## config.mk

```make
export PLATFORM = sky130hd
export DESIGN_NAME = cpc_regs
export DESIGN_NICKNAME = d
export VERILOG_FILES = /design/src/rtl/cpc_pkg.sv /design/src/rtl/cpc_sync.sv /design/src/rtl/cpc_regs.sv
export SDC_FILE = /design/constraint.sdc
export NUM_CORES = 1
export LEC_CHECK = 0
export BUFFER_PORTS_ARGS = -buffer_cell sky130_fd_sc_hd__buf_4
export CORE_MARGIN = 2
export CORE_UTILIZATION = 30
export DETAILED_ROUTE_END_ITERATION = 6
export PLACE_DENSITY = 0.56
export SYNTH_ARGS = -nofsm -noshare
export SYNTH_HDL_FRONTEND = slang
export SYNTH_SLANG_ARGS = --single-unit
```

## constraint.sdc

```tcl
create_clock -name clk -period 1 [get_ports clk]
set_input_delay 0.2 -clock clk [delete_from_list [all_inputs] [get_ports clk]]
set_output_delay 0.2 -clock clk [all_outputs]
set_load 0.02 [all_outputs]
```

## src/rtl/cpc_pkg.sv

```systemverilog
// Package with register map, field positions and shared types.
package cpc_pkg;
  localparam int cpc_addr_width = 32;
  localparam logic [31:0] cpc_off_cb3 = 32'h4f00_00a4;
  localparam logic [31:0] cpc_off_cb4 = 32'h4f00_00a8;
  localparam logic [31:0] cpc_off_cr1 = 32'h4f00_00ac;
  localparam logic [31:0] cpc_off_cr2 = 32'h4f00_00b0;
  localparam logic [31:0] cpc_off_cr3 = 32'h4f00_00b4;
  localparam logic [31:0] cpc_off_cr4 = 32'h4f00_00b8;
  localparam logic [31:0] cpc_off_ctrl = 32'h4f00_00bc;
  // Readable status, interrupt status and mask words.
  localparam logic [31:0] cpc_off_state = 32'h4f00_0000;
  localparam logic [31:0] cpc_off_irq_status = 32'h4f00_00c0;
  localparam logic [31:0] cpc_off_irq_mask = 32'h4f00_00c4;
  localparam logic [31:0] cpc_rst_frame1 = 32'hc073_f000;
  localparam logic [31:0] cpc_rst_frame2 = 32'hc07e_ec80;
  localparam logic [31:0] cpc_rst_frame3 = 32'hc089_e900;
  localparam logic [31:0] cpc_rst_frame4 = 32'hc094_e580;
  localparam logic [31:0] cpc_rst_ctrl = 32'h0000_0000;
  localparam int cpc_bit_soft_reset = 30;
  localparam int cpc_bit_same_image = 29;
  localparam int cpc_bit_frame_hi = 27;
  localparam int cpc_bit_frame_lo = 26;
  localparam int cpc_bit_burst_src = 20;
  localparam int cpc_bit_cam_reset = 19;
  localparam int cpc_bit_capture = 18;
  localparam int cpc_bit_irq_clear = 17;
  localparam int cpc_bit_pattern_hi = 16;
  localparam int cpc_bit_pattern_lo = 14;
  localparam int cpc_bit_swap = 13;
  localparam int cpc_bit_order = 12;
  localparam int cpc_bit_offset_bin = 11;
  // Interrupt event bits.
  localparam int cpc_irq_bit_frame = 0;
  localparam int cpc_irq_bit_vsync_fall = 1;
  localparam int cpc_irq_width = 2;
  localparam int cpc_sync_stages = 3;

  typedef enum logic [2:0] {
    cpc_pat_bypass,
    cpc_pat_color_bar,
    cpc_pat_square_box,
    cpc_pat_solid_line,
    cpc_pat_check,
    cpc_pat_h_increasing,
    cpc_pat_dc,
    cpc_pat_reserved
  } cpc_pattern_type;

  // Decoded configuration handed to the capture datapath.
  typedef struct packed {
    logic interface_soft_reset;
    logic dual_port_same_image;
    logic burst_length_source;
    logic external_camera_reset;
    logic interrupt_clear;
    cpc_pattern_type pattern_select;
    logic luma_chroma_swap;
    logic luma_chroma_order;
    logic chroma_offset_binary;
  } cpc_config_type;

  // B-port chroma start addresses: Cb for frames three and four, Cr for frames one to four.
  typedef struct packed {
    logic [31:0] cb3;
    logic [31:0] cb4;
    logic [31:0] cr1;
    logic [31:0] cr2;
    logic [31:0] cr3;
    logic [31:0] cr4;
  } cpc_addr_set_type;
endpackage : cpc_pkg

```

## src/rtl/cpc_sync.sv

```systemverilog
// Three-stage input synchroniser with agreement filter.
`timescale 1ns/1ps
module cpc_sync
  import cpc_pkg::*;
#(
  parameter int stages = cpc_sync_stages
)
(
  input wire logic clk,
  input wire logic rstn,
  input wire logic async_in,
  output logic sync_out
);
  logic [stages-1:0] chain;

  // The agreement filter reads stages one and two, so only three make sense.
  if (stages != 3)
  begin : g_bad_stages
    $error("cpc_sync supports exactly three stages");
  end

  // Shift the pin through the chain; stage zero feeds only stage one.
  always_ff @(posedge clk or negedge rstn)
  begin
    if (!rstn)
      chain <= '0;
    else
      chain <= {chain[stages-2:0], async_in};
  end

  // Accept a change only once the last two stages agree.
  always_ff @(posedge clk or negedge rstn)
  begin
    if (!rstn)
      sync_out <= 1'b0;
    else if (chain[1] == chain[2])
      sync_out <= chain[2];
  end
endmodule : cpc_sync

```

## src/rtl/cpc_regs.sv

```systemverilog
// Camera port control register bank with status and interrupt logic.
//
// How it works
// - Write-only Cb frame three start, reset value.
// - Write-only Cb frame four start, reset value.
// - Write-only Cr frames one, two starts.
// - Write-only Cr frames three, four starts.
// - Write-only control word, all zero at reset.
// - Bit 30 holds interface in soft reset.
// - Bit 29 makes both ports show scaled image.
// - Bit 20 picks software or self burst length.
// - Bit 19 resets the external camera.
// - Writing bit 18 gives one-cycle capture pulse.
// - Writing bit 17 clears camera interrupt.
// - Bits 16 to 14 select video pattern.
// - Bit 13 selects UYVY or YUYV order.
// - Bit 11 selects offset binary chroma.
// - Capture state stays high until vsync falls.
// - Two-bit B-port frame index readable.
//
// The address-and-strobe port was chosen for this implementation.
`timescale 1ns/1ps
module cpc_regs
  import cpc_pkg::*;
(
  input wire logic clk,
  input wire logic rstn,
  input wire logic [31:0] reg_addr,
  input wire logic [31:0] reg_wdata,
  input wire logic reg_write,
  input wire logic reg_read,
  output logic [31:0] reg_rdata,
  input wire logic vsync_pin,
  input wire logic b_frame_done,
  output cpc_config_type config_out,
  output cpc_addr_set_type b_addr,
  output logic a_capture_pulse,
  output logic a_port_capture_state,
  output logic [1:0] b_port_frame_index,
  output logic external_camera_reset,
  output logic interface_soft_reset,
  output logic irq
);
  logic [31:0] ctrl;
  logic [31:0] next_ctrl;
  logic [cpc_irq_width-1:0] irq_status;
  logic [cpc_irq_width-1:0] irq_mask;
  logic [cpc_irq_width-1:0] irq_events;
  logic vsync_sync;
  logic vsync_prev;
  logic vsync_fall;
  logic wr_ctrl;
  logic soft_rst_now;

  // Only the documented fields survive a write; others read back as zero.
  localparam logic [31:0] ctrl_keep_mask = 32'h601f_f800;

  // The vsync pin is asynchronous to the bus clock.
  cpc_sync #(
    .stages(cpc_sync_stages)
  ) u_vsync_sync (
    .clk(clk),
    .rstn(rstn),
    .async_in(vsync_pin),
    .sync_out(vsync_sync)
  );

  assign wr_ctrl = reg_write && (reg_addr == cpc_off_ctrl);
  assign next_ctrl = reg_wdata & ctrl_keep_mask;
  assign soft_rst_now = ctrl[cpc_bit_soft_reset];

  // Chroma start addresses, each a plain write-only word.
  always_ff @(posedge clk or negedge rstn)
  begin
    if (!rstn)
    begin
      b_addr.cb3 <= cpc_rst_frame3;
      b_addr.cb4 <= cpc_rst_frame4;
      b_addr.cr1 <= cpc_rst_frame1;
      b_addr.cr2 <= cpc_rst_frame2;
      b_addr.cr3 <= cpc_rst_frame3;
      b_addr.cr4 <= cpc_rst_frame4;
    end
    else if (reg_write)
    begin
      if (reg_addr == cpc_off_cb3)
        b_addr.cb3 <= reg_wdata;
      if (reg_addr == cpc_off_cb4)
        b_addr.cb4 <= reg_wdata;
      if (reg_addr == cpc_off_cr1)
        b_addr.cr1 <= reg_wdata;
      if (reg_addr == cpc_off_cr2)
        b_addr.cr2 <= reg_wdata;
      if (reg_addr == cpc_off_cr3)
        b_addr.cr3 <= reg_wdata;
      if (reg_addr == cpc_off_cr4)
        b_addr.cr4 <= reg_wdata;
    end
  end

  // Control word; capture and interrupt-clear bits self-clear next cycle.
  always_ff @(posedge clk or negedge rstn)
  begin
    if (!rstn)
      ctrl <= cpc_rst_ctrl;
    else if (wr_ctrl)
      ctrl <= next_ctrl;
    else
    begin
      ctrl[cpc_bit_capture] <= 1'b0;
      ctrl[cpc_bit_irq_clear] <= 1'b0;
    end
  end

  // Decoded fields for the datapath.
  always_comb
  begin
    config_out.interface_soft_reset = ctrl[cpc_bit_soft_reset];
    config_out.dual_port_same_image = ctrl[cpc_bit_same_image];
    config_out.burst_length_source = ctrl[cpc_bit_burst_src];
    config_out.external_camera_reset = ctrl[cpc_bit_cam_reset];
    config_out.interrupt_clear = ctrl[cpc_bit_irq_clear];
    config_out.pattern_select = cpc_pattern_type'(
      ctrl[cpc_bit_pattern_hi:cpc_bit_pattern_lo]);
    config_out.luma_chroma_swap = ctrl[cpc_bit_swap];
    config_out.luma_chroma_order = ctrl[cpc_bit_order];
    config_out.chroma_offset_binary = ctrl[cpc_bit_offset_bin];
  end

  assign interface_soft_reset = ctrl[cpc_bit_soft_reset];
  assign external_camera_reset = ctrl[cpc_bit_cam_reset];
  assign a_capture_pulse = ctrl[cpc_bit_capture];

  // Edge detect works on the filtered copy, never the raw first stage.
  always_ff @(posedge clk or negedge rstn)
  begin
    if (!rstn)
      vsync_prev <= 1'b0;
    else
      vsync_prev <= vsync_sync;
  end

  assign vsync_fall = vsync_prev && !vsync_sync;

  // Capture state: set by the pulse, held until vsync falls.
  // A pulse landing on the falling edge wins, so the request is not lost.
  always_ff @(posedge clk or negedge rstn)
  begin
    if (!rstn)
      a_port_capture_state <= 1'b0;
    else if (soft_rst_now)
      a_port_capture_state <= 1'b0;
    else if (a_capture_pulse)
      a_port_capture_state <= 1'b1;
    else if (vsync_fall)
      a_port_capture_state <= 1'b0;
  end

  // B-port frame index advances per completed frame, wraps after four.
  always_ff @(posedge clk or negedge rstn)
  begin
    if (!rstn)
      b_port_frame_index <= 2'h0;
    else if (soft_rst_now)
      b_port_frame_index <= 2'h0;
    else if (b_frame_done)
      b_port_frame_index <= b_port_frame_index + 2'h1;
  end

  // Interrupt events: frame completion and vsync falling edge.
  always_comb
  begin
    irq_events = '0;
    irq_events[cpc_irq_bit_frame] = b_frame_done;
    irq_events[cpc_irq_bit_vsync_fall] = vsync_fall;
  end

  // Sticky status, cleared by the interrupt-clear bit or by writing ones.
  // A new event in the clearing cycle is kept, so the set wins.
  // The global clear goes first so a status write beside it loses nothing.
  always_ff @(posedge clk or negedge rstn)
  begin
    if (!rstn)
      irq_status <= '0;
    else if (ctrl[cpc_bit_irq_clear])
      irq_status <= irq_events;
    else if (reg_write && reg_addr == cpc_off_irq_status)
      irq_status <= (irq_status & ~reg_wdata[cpc_irq_width-1:0])
        | irq_events;
    else
      irq_status <= irq_status | irq_events;
  end

  // Interrupt mask; a set bit lets that status bit reach the output.
  always_ff @(posedge clk or negedge rstn)
  begin
    if (!rstn)
      irq_mask <= '0;
    else if (reg_write && reg_addr == cpc_off_irq_mask)
      irq_mask <= reg_wdata[cpc_irq_width-1:0];
  end

  assign irq = |(irq_status & irq_mask);

  // Read data one cycle after the strobe; write-only words read as zero.
  always_ff @(posedge clk or negedge rstn)
  begin
    if (!rstn)
      reg_rdata <= '0;
    else if (reg_read)
    begin
      reg_rdata <= '0;
      if (reg_addr == cpc_off_state)
      begin
        reg_rdata[cpc_bit_frame_hi:cpc_bit_frame_lo] <=
          b_port_frame_index;
        reg_rdata[cpc_bit_cam_reset] <= ctrl[cpc_bit_cam_reset];
        reg_rdata[cpc_bit_capture] <= a_port_capture_state;
        reg_rdata[cpc_bit_irq_clear] <= ctrl[cpc_bit_irq_clear];
        reg_rdata[cpc_bit_pattern_hi:cpc_bit_pattern_lo] <=
          ctrl[cpc_bit_pattern_hi:cpc_bit_pattern_lo];
      end
      else if (reg_addr == cpc_off_irq_status)
        reg_rdata[cpc_irq_width-1:0] <= irq_status;
      else if (reg_addr == cpc_off_irq_mask)
        reg_rdata[cpc_irq_width-1:0] <= irq_mask;
    end
    else
      reg_rdata <= '0;
  end
endmodule : cpc_regs

```

==> results.txt, run 1 <==
- Area growth from synthesis to layout: 69.5%
- The run finished, with violations left.
* Overflow left after global routing: 0
* Minimum setup slack among reg-to-reg paths: -0.05 ns
- In the final routed layout, each cell accounts on average for 19.5 microns.
- Pin placement for this block handled around 310 I/O pins.
- Buffers added on ports: 289
- CP Cell Sequence: buf_6, or4_4, nor4_2, buf_4, nand3_4, buf_12, buf_12, mux2_4
- At the worst endpoint, the arrival time is 1.93 ns.
* Area of the mapped netlist: 8880 sq um
- Cells after synthesis: 551
* Largest net degree at the start of global routing: 34
- In this run the worst path has a maximum fanout of 5.
- RR Endpoint: ctrl[16]$_DFFE_PN0P_
- Among the stages of the critical path, the cell type that occurs most often is buf_12.
* Setup repair after global routing missed its margin: true
- Routability Congestion: 0.742
- Class of the most critical setup path: input pin to register
- Among cell families on the critical path, the largest total delay comes from simple AND/OR/NAND/NOR gates.
* Fin. max-slew vios: 0
- 1st-iter DRT viols: 220
- Initial antenna violation count: 1
- Row count: 63
- The slowest stage of the critical path belongs to the cell or4_4.
- Width of the chip: 176 microns
- Required time reported for the critical path endpoint: 1.40 ns
- After routing, the total negative slack on setup checks comes to -157.01 ns.
- Startpoint of the most critical register-to-register path: ctrl[16]$_DFFE_PN0P_
- Proportion of synthesized chip area in sequential cells: 64.6%
- Endpoint type of the worst setup path: register
- Source-to-sink clock delay at the later pin of the worst-skew pair: 0.53 ns
- P per Cell Area: ~1300 nW/um^2
* Max cap viols: 0
- Setup violations remaining at the end of the flow were counted as 431.
- IR drop worst, VDD: ~1500 uV
- After detailed routing, the number of remaining DRC violations is 0.
- The first detailed-routing pass took 4 iterations.
- The most used flip-flop cell after synthesis is dfrtp_1.
- Ranked by total cell area, the synthesized netlist is headed by dfrtp_1 (45%), mux2_2 (23%), dfstp_2 (20%).
- HPWL after detailed placement: 18100 microns
* Worst-case reg-to-reg path depth: 3
* Yosys synthesis warning count: 0
* Crit share post-route: 153%
* Max stage delay on crit path: 0.57 ns
- Average cell area after synthesis: 16.1 sq um
* Vertical extent of the die: 176 microns
- Antenna cells: 0
- The synthesized design contains 0 enable-type register cells.
- Wire length of the first global-routing pass: 41200 microns
* Clock Pin Slew Worst Setup and Hold Paths: 0.06 ns
- Before CTS, the worst setup slack after placement is -1.15 ns.
* CTS buffer count: 26
- H-tree lvl count: 1
- Subtracting the final worst setup slack from the clock period gives 1.53 ns.
- Via count of the first global-routing pass: around 6700
- After detailed routing, the number of vias per cell comes to approximately 4.4.
- STA classifies the critical path startpoint as an input pin.
* Initial Util: 30.2%
- Max clock buf depth: 3
* Top-area cell type share of the netlist area: 44.8%
* Fraction of final layout cells with drive strength greater than 1: 72.1%
- The core region is approximately 30000 sq um.
- Die footprint: 31000 sq um
- Number of buffers and inverters on the critical path: 4
- Highest achievable clock rate: 652 MHz
* Final Hold Fails: 0
* Detail Route Antenna Nets: 0
- Counting distinct cell types in the post-synthesis netlist gives 40.
* Net count reported at finish: 1072
* Worst setup margin: -0.534 ns
* Failing checks: negative setup slack
* Root Driver: clkbuf_16
* Type of the tightest min-delay check: input pin to asynchronous set/reset pin
- Sinks on Clock Net: approximately 230
- Counting flops with an async set or reset pin after synthesis yields a share of 100%.
- Across the routed clock network, the largest skew measured is 0.0211 ns.
* Wire length after detailed routing: 27500 microns
- P_leak: 7.53 nW
* Clock tree from TritonCTS: built
- Summed over all instances, the cell type with the most area after synthesis is dfrtp_1.
- GRT Util Overall: 17.4%
- The routed layout has 6232 vias.
* #FFs+latches synth: 226
- Fill cells in the final layout number 2506.
## timing repair
action	4_1_cts	5_1_grt
setup buffers	43	26
hold buffers	35	0
gates cloned	8	1
gates resized for setup	268	16
pin swaps	18	12
hold endpoints to repair	375	0
setup endpoints to repair	431	438
## area by class of cell
class	count	area, sq um	share of cell area [%]
multi-input cells	297	3230	21.5
clock buffers	34	691	4.59
well taps	390	488	3.24
inverters	5	18.8	0.125
clock inverters	14	198	1.31
flip-flops and latches	226	5740	38.1
repair buffers	446	4700	31.2
## worst max-delay path by stage
stage / cells after the start / end / startpoint / slack [ns]
global route: 8 / b_addr[5]$_DFFE_PN0P_ / reg_addr[10] / -0.57
finish: 8 / b_addr[5]$_DFFE_PN0P_ / reg_addr[10] / -0.53
floorplan: 4 / irq_mask[0]$_DFFE_PN0P_ / reg_addr[0] / -0.97
global placement: 7 / b_addr[130]$_DFFE_PN0P_ / reg_addr[9] / -1.15
detailed placement: 7 / b_addr[131]$_DFFE_PN0P_ / reg_addr[9] / -1.15
CTS: 8 / b_addr[5]$_DFFE_PN0P_ / reg_addr[15] / -0.54
## stage by stage
stage	instance area (sq um)	cells	hold slack (ns)	total power, mW	utilization [%]
finish	15100	1412	0.143	20.3	51.2
global route	15100	1412	0.142	21.1	51.2
CTS	14900	1392	0.0721	20.6	50.8
detailed placement	12100	1261	0.0996	10.4	41.3
global placement	12100	1261	0.0990	10.4	41.3
floorplan	9250	572	-0.0956	9.73	-
## synth_stat cells, types with 2 or more instances
cell type and instances:
inv_1 5, mux2_2 179, buf_2 14, nand4_1 3, a21oi_1 2, dfrtp_1 159
and4b_1 2, and4_1 3, and2_1 8, mux2_1 24, nand2_1 4, nor3_1 2
a31oi_1 2, dfstp_2 67, nand2b_1 3, nor4_2 3, buf_6 6, buf_4 24
nor4_1 6, nand3_4 2, a22oi_1 2, nor2_1 9, nand3_1 5
## sequential cells by signal (all words and copies together), names as in the netlist
signal                 flops
a_port_capture_state       1
b_addr                   192
b_port_frame_index         2
ctrl                      12
irq_mask                   2
irq_status                 2
reg_rdata                 10
u_vsync_sync.chain         3
u_vsync_sync.sync_out      1
vsync_prev                 1
## cells in the final DEF (no fill, tap or decap), types with 8 or more instances in the layout
cell type / instances
dlygate4sd3_1: 35
dfrtp_1: 158
mux2_2: 146
conb_1: 22
buf_4: 146
mux2_4: 42
mux2_1: 16
buf_12: 20
nor2_1: 8
clkbuf_16: 27
dfstp_2: 67
buf_6: 237
## cell families after synthesis
kind of cell	count (synthesis)	synth area share [%]
buf+inv	49	3.79
simple gates	60	4.76
flops	226	64.6
mux	204	25.9
fa+ha+maj	1	0.113
other cells	1	0.0422
xor+xnor	2	0.197
compound gates	8	0.606
## layer usage
metal,GRT usage (%),wire (microns),part of all wire [%]
met5,0,0,0
met1,23.0,11900,43
met4,4.92,587,2.1
met3,3.49,1520,5.5
met2,29.0,13500,49
## power by group
group	total, mW	leakage (nW)	switching (mW)	internal (mW)
logic	1.25	4.22	0.669	0.579
clock network	9.78	0.428	3.84	5.94
registers	9.25	2.88	0.0341	9.22
total	20.3	7.53	4.54	15.7
Note: power is estimated with default switching activity, not from simulation.
==> run 2, diff against run 1 <==
--- a/config.mk
+++ b/config.mk
@@ -12,2 +12,3 @@
 export PLACE_DENSITY = 0.56
+export REMOVE_ABC_BUFFERS = 1
 export SYNTH_ARGS = -nofsm -noshare
--- a/constraint.sdc
+++ b/constraint.sdc
@@ -3,2 +3,2 @@
 set_output_delay 0.2 -clock clk [all_outputs]
-set_load 0.02 [all_outputs]
+set_load 0.005 [all_outputs]
==> run 2 against run 1 <==
Compared with the run above: the run still ends with negative setup slack left; first-iteration DRC count decreased by 6.8%; core utilization decreased by 0.84 points; global-route usage decreased by 2.1 points; clock power decreased by 4.7%; worst hold slack got worse by 0.00052 ns; critical endpoint is now b_addr[139]$_DFFE_PN0P_; wire length decreased by 1.1%; largest power group unchanged.
==> results.txt, run 2 (synthesized netlist as in run 1, its figures left out) <==
- IR drop worst, VDD: 1010 uV
- The tool flagged a number of max-cap violations equal to 0.
- Highest achievable clock rate: 632 MHz
- Number of vias after detailed routing: 6242
- The worst setup path is captured at a register.
- Net switching is 21.5% of the power.
- 1st-iter DRT viols: 205
- The total area inside the core boundary comes to 29400 sq um.
- Required time reported for the critical path endpoint: 1.39 ns
- Power share of the sequential group: a little under half
* Data arrival time at the worst-slack endpoint: 1.98 ns
* Most used cells in the layout excluding fill and tap cells: buf_6 (230), dfrtp_1 (157), mux2_2 (145), buf_4 (130), dfstp_2 (67)
* Net count reported at finish: around 1000
* Area growth from synthesis to layout: 66.8%
* Vertical extent of the die: 176 microns
- Row count: 63
- By startpoint and endpoint, the worst setup path is classified as input pin to register.
* CP max stage cell: or4_4
* CTS buffer count: 25
- Wire length of the first global-routing pass: 36900 microns
- CTS built an H-tree with a depth of 1.
* GRT Util Overall: 15.3%
- Commonest non-fill, non-tap cell in the layout: buf_6
* Max stage delay on crit path: 0.59 ns
- Die footprint: 31000 sq um
- P_leak: 7.39 nW
* Sinks on Clock Net: approximately 230
* RR Endpoint: irq_status[1]$_DFF_PN0_
- Counting stages on the worst path, the most repeated cell is buf_4.
- Share of power burned in combinational logic: 5.5%
- Dividing the detail-routed wire length by the instance count gives 19.6 microns.
- For this design the ratio of total power to cell area is 1330 nW/um^2.
- Registers with the most flip-flops: b_addr x192, ctrl x12, reg_rdata x10
- In this run the cell area measured after placement is 11900 sq um.
* Via count of the first global-routing pass: 6180
- The clock arrives with 0.0130 ns of skew.
* Minimum setup slack among reg-to-reg paths: around 0.04 ns
- HPWL after detailed placement: 17100 microns
* Worst setup SP type: input pin
- Input and output buffers added on the ports amount to 289.
- The flow ran to the end, but the final reports show violations.
- Int Pwr: 15.4 mW
* Source-to-sink clock delay at the later pin of the worst-skew pair: ~0.5 ns
- Net switching power of the design: 4.22 mW
- Root Driver: clkbuf_16
- The number of max-slew violations in the final report is 0.
- Across all hold checks on the routed design, the worst slack comes to 0.142 ns.
* Width of the chip: 176 microns
- Largest net degree at the start of global routing: 37
- Worst-case reg-to-reg path depth: 3
- Summed over all nets, wire length on met2 after detailed routing comes to 12700 microns.
* Type of the tightest min-delay check: input pin to asynchronous set/reset pin
- Worst setup margin: -0.583 ns
- The count of nets left with antenna violations once routing finished came out at 0.
- The final-report hold violation count came to 0.
- Overflow left after global routing: 0
- Max clock buf depth: 3
- Startpoint of the most critical register-to-register path: u_vsync_sync.sync_out$_DFFE_PN0N_
- Fraction of final layout cells with drive strength greater than 1: just over 70%
* Finished Cell Area: 14800 sq um
- Cell family contributing the most delay on the critical path: simple AND/OR/NAND/NOR gates
- Clock Pin Slew Worst Setup and Hold Paths: 0.06 ns
- Detailed routing placed a total of 1980 microns of wire on met3.
- Final setup violation count: 437
* Failing checks: negative setup slack
* Initial antenna violation count: 0
- CP Cell Sequence: buf_6, or4_4, nor4_4, buf_4, nand3_2, buf_4, mux2_2
* M1 wire length: 11900 microns
* Wire length after detailed routing: 27200 microns
- During I/O placement, the number of pins put on the boundary was 312.
* Via density: 4.50
- For this run, the detailed router's first-pass iteration total came to 4.
* Number of buffers and inverters on the critical path: 3
- Routability Congestion: 0.744
- Dividing the final minimum period by the clock period gives 158%.
- The register with the most flip-flops in the layout has 192 of them.
- Antenna cells: 0
- More flip-flops sit in one register than any other, and that register is b_addr.
- The routed design could run at a clock period as short as 1.58 ns.
- Worst setup slack after placement: -1.17 ns
* Post-route DRC: 0
* Setup repair after global routing missed its margin: true
- In this run the worst path has a maximum fanout of 12.
- The highest layer touched by signal routing is met4.
- Clock network fraction of total power: a little under half
* Initial Util: 30.2%
- TritonCTS built the clock tree.
## run 2: layer usage
metal	vias up	track usage, %
met5	-	0
met4	0	3.58
met3	40	4.05
met2	218	25.3
met1	3207	20.0
li1	2777	-
## run 2: power groups by stage
stage | Sequential (mW) | Clock [mW] | Combinational (mW)
2_1_floorplan | 9.42 | 0 | 0.136
3_3_place_gp | 9.42 | 0 | 0.851
3_5_place_dp | 9.42 | 0 | 0.856
4_1_cts | 9.26 | 9.61 | 0.983
5_1_grt | 9.26 | 9.99 | 1.21
6_report | 9.26 | 9.32 | 1.09
## run 2: area by class of cell
class	instances	area (sq um)
Fill cell	2523	14600
Timing Repair Buffer	423	4480
Clock buffer	39	719
Tap cell	390	488
Multi-Input combinational cell	297	3260
Sequential cell	226	5740
Clock inverter	6	105
Inverter	5	18.8
## run 2: worst register-to-register path: cells and delay by family, from the launching register on
| kind | cells | cell delay (ns) |
|---|---|---|
| AND/OR/NAND/NOR | 1 | 0.20 |
| AO/OA/AOI/OAI | 2 | 0.29 |
| flip-flops | 1 | 0.39 |
## run 2: what timing repair did
action	4_1_cts	5_1_grt
resized for setup	19	301
hold endpoints to repair	366	0
endpoints found under the setup margin	437	439
buffers inserted	2	37
gates cloned	1	8
hold buffers	35	0
pin swaps	3	17
## run 2: worst max-delay path by stage
stage / startpoint / end / slack [ns] / cells after the start
finish: reg_addr[9] / b_addr[139]$_DFFE_PN0P_ / -0.58 / 7
detailed placement: reg_addr[15] / b_addr[101]$_DFFE_PN0P_ / -1.17 / 6
global route: reg_addr[9] / b_addr[130]$_DFFE_PN0P_ / -0.62 / 7
CTS: reg_addr[9] / b_addr[152]$_DFFE_PN0P_ / -0.57 / 7
global placement: reg_addr[15] / b_addr[90]$_DFFE_PN0P_ / -1.17 / 7
floorplan: reg_addr[15] / b_addr[64]$_DFFE_PN0P_ / -2.16 / 4
## run 2: through the flow
stage          TNS [ns]  total power [mW]  utilization, %  cells
6_report        -160.17              19.7            50.4   1386
5_1_grt         -179.56              20.5            50.4   1386
4_1_cts         -172.75              19.9            44.9   1342
3_3_place_gp    -236.69              10.3            40.5   1259
3_5_place_dp    -236.78              10.3            40.5   1259
2_1_floorplan   -303.15              9.55               -    528
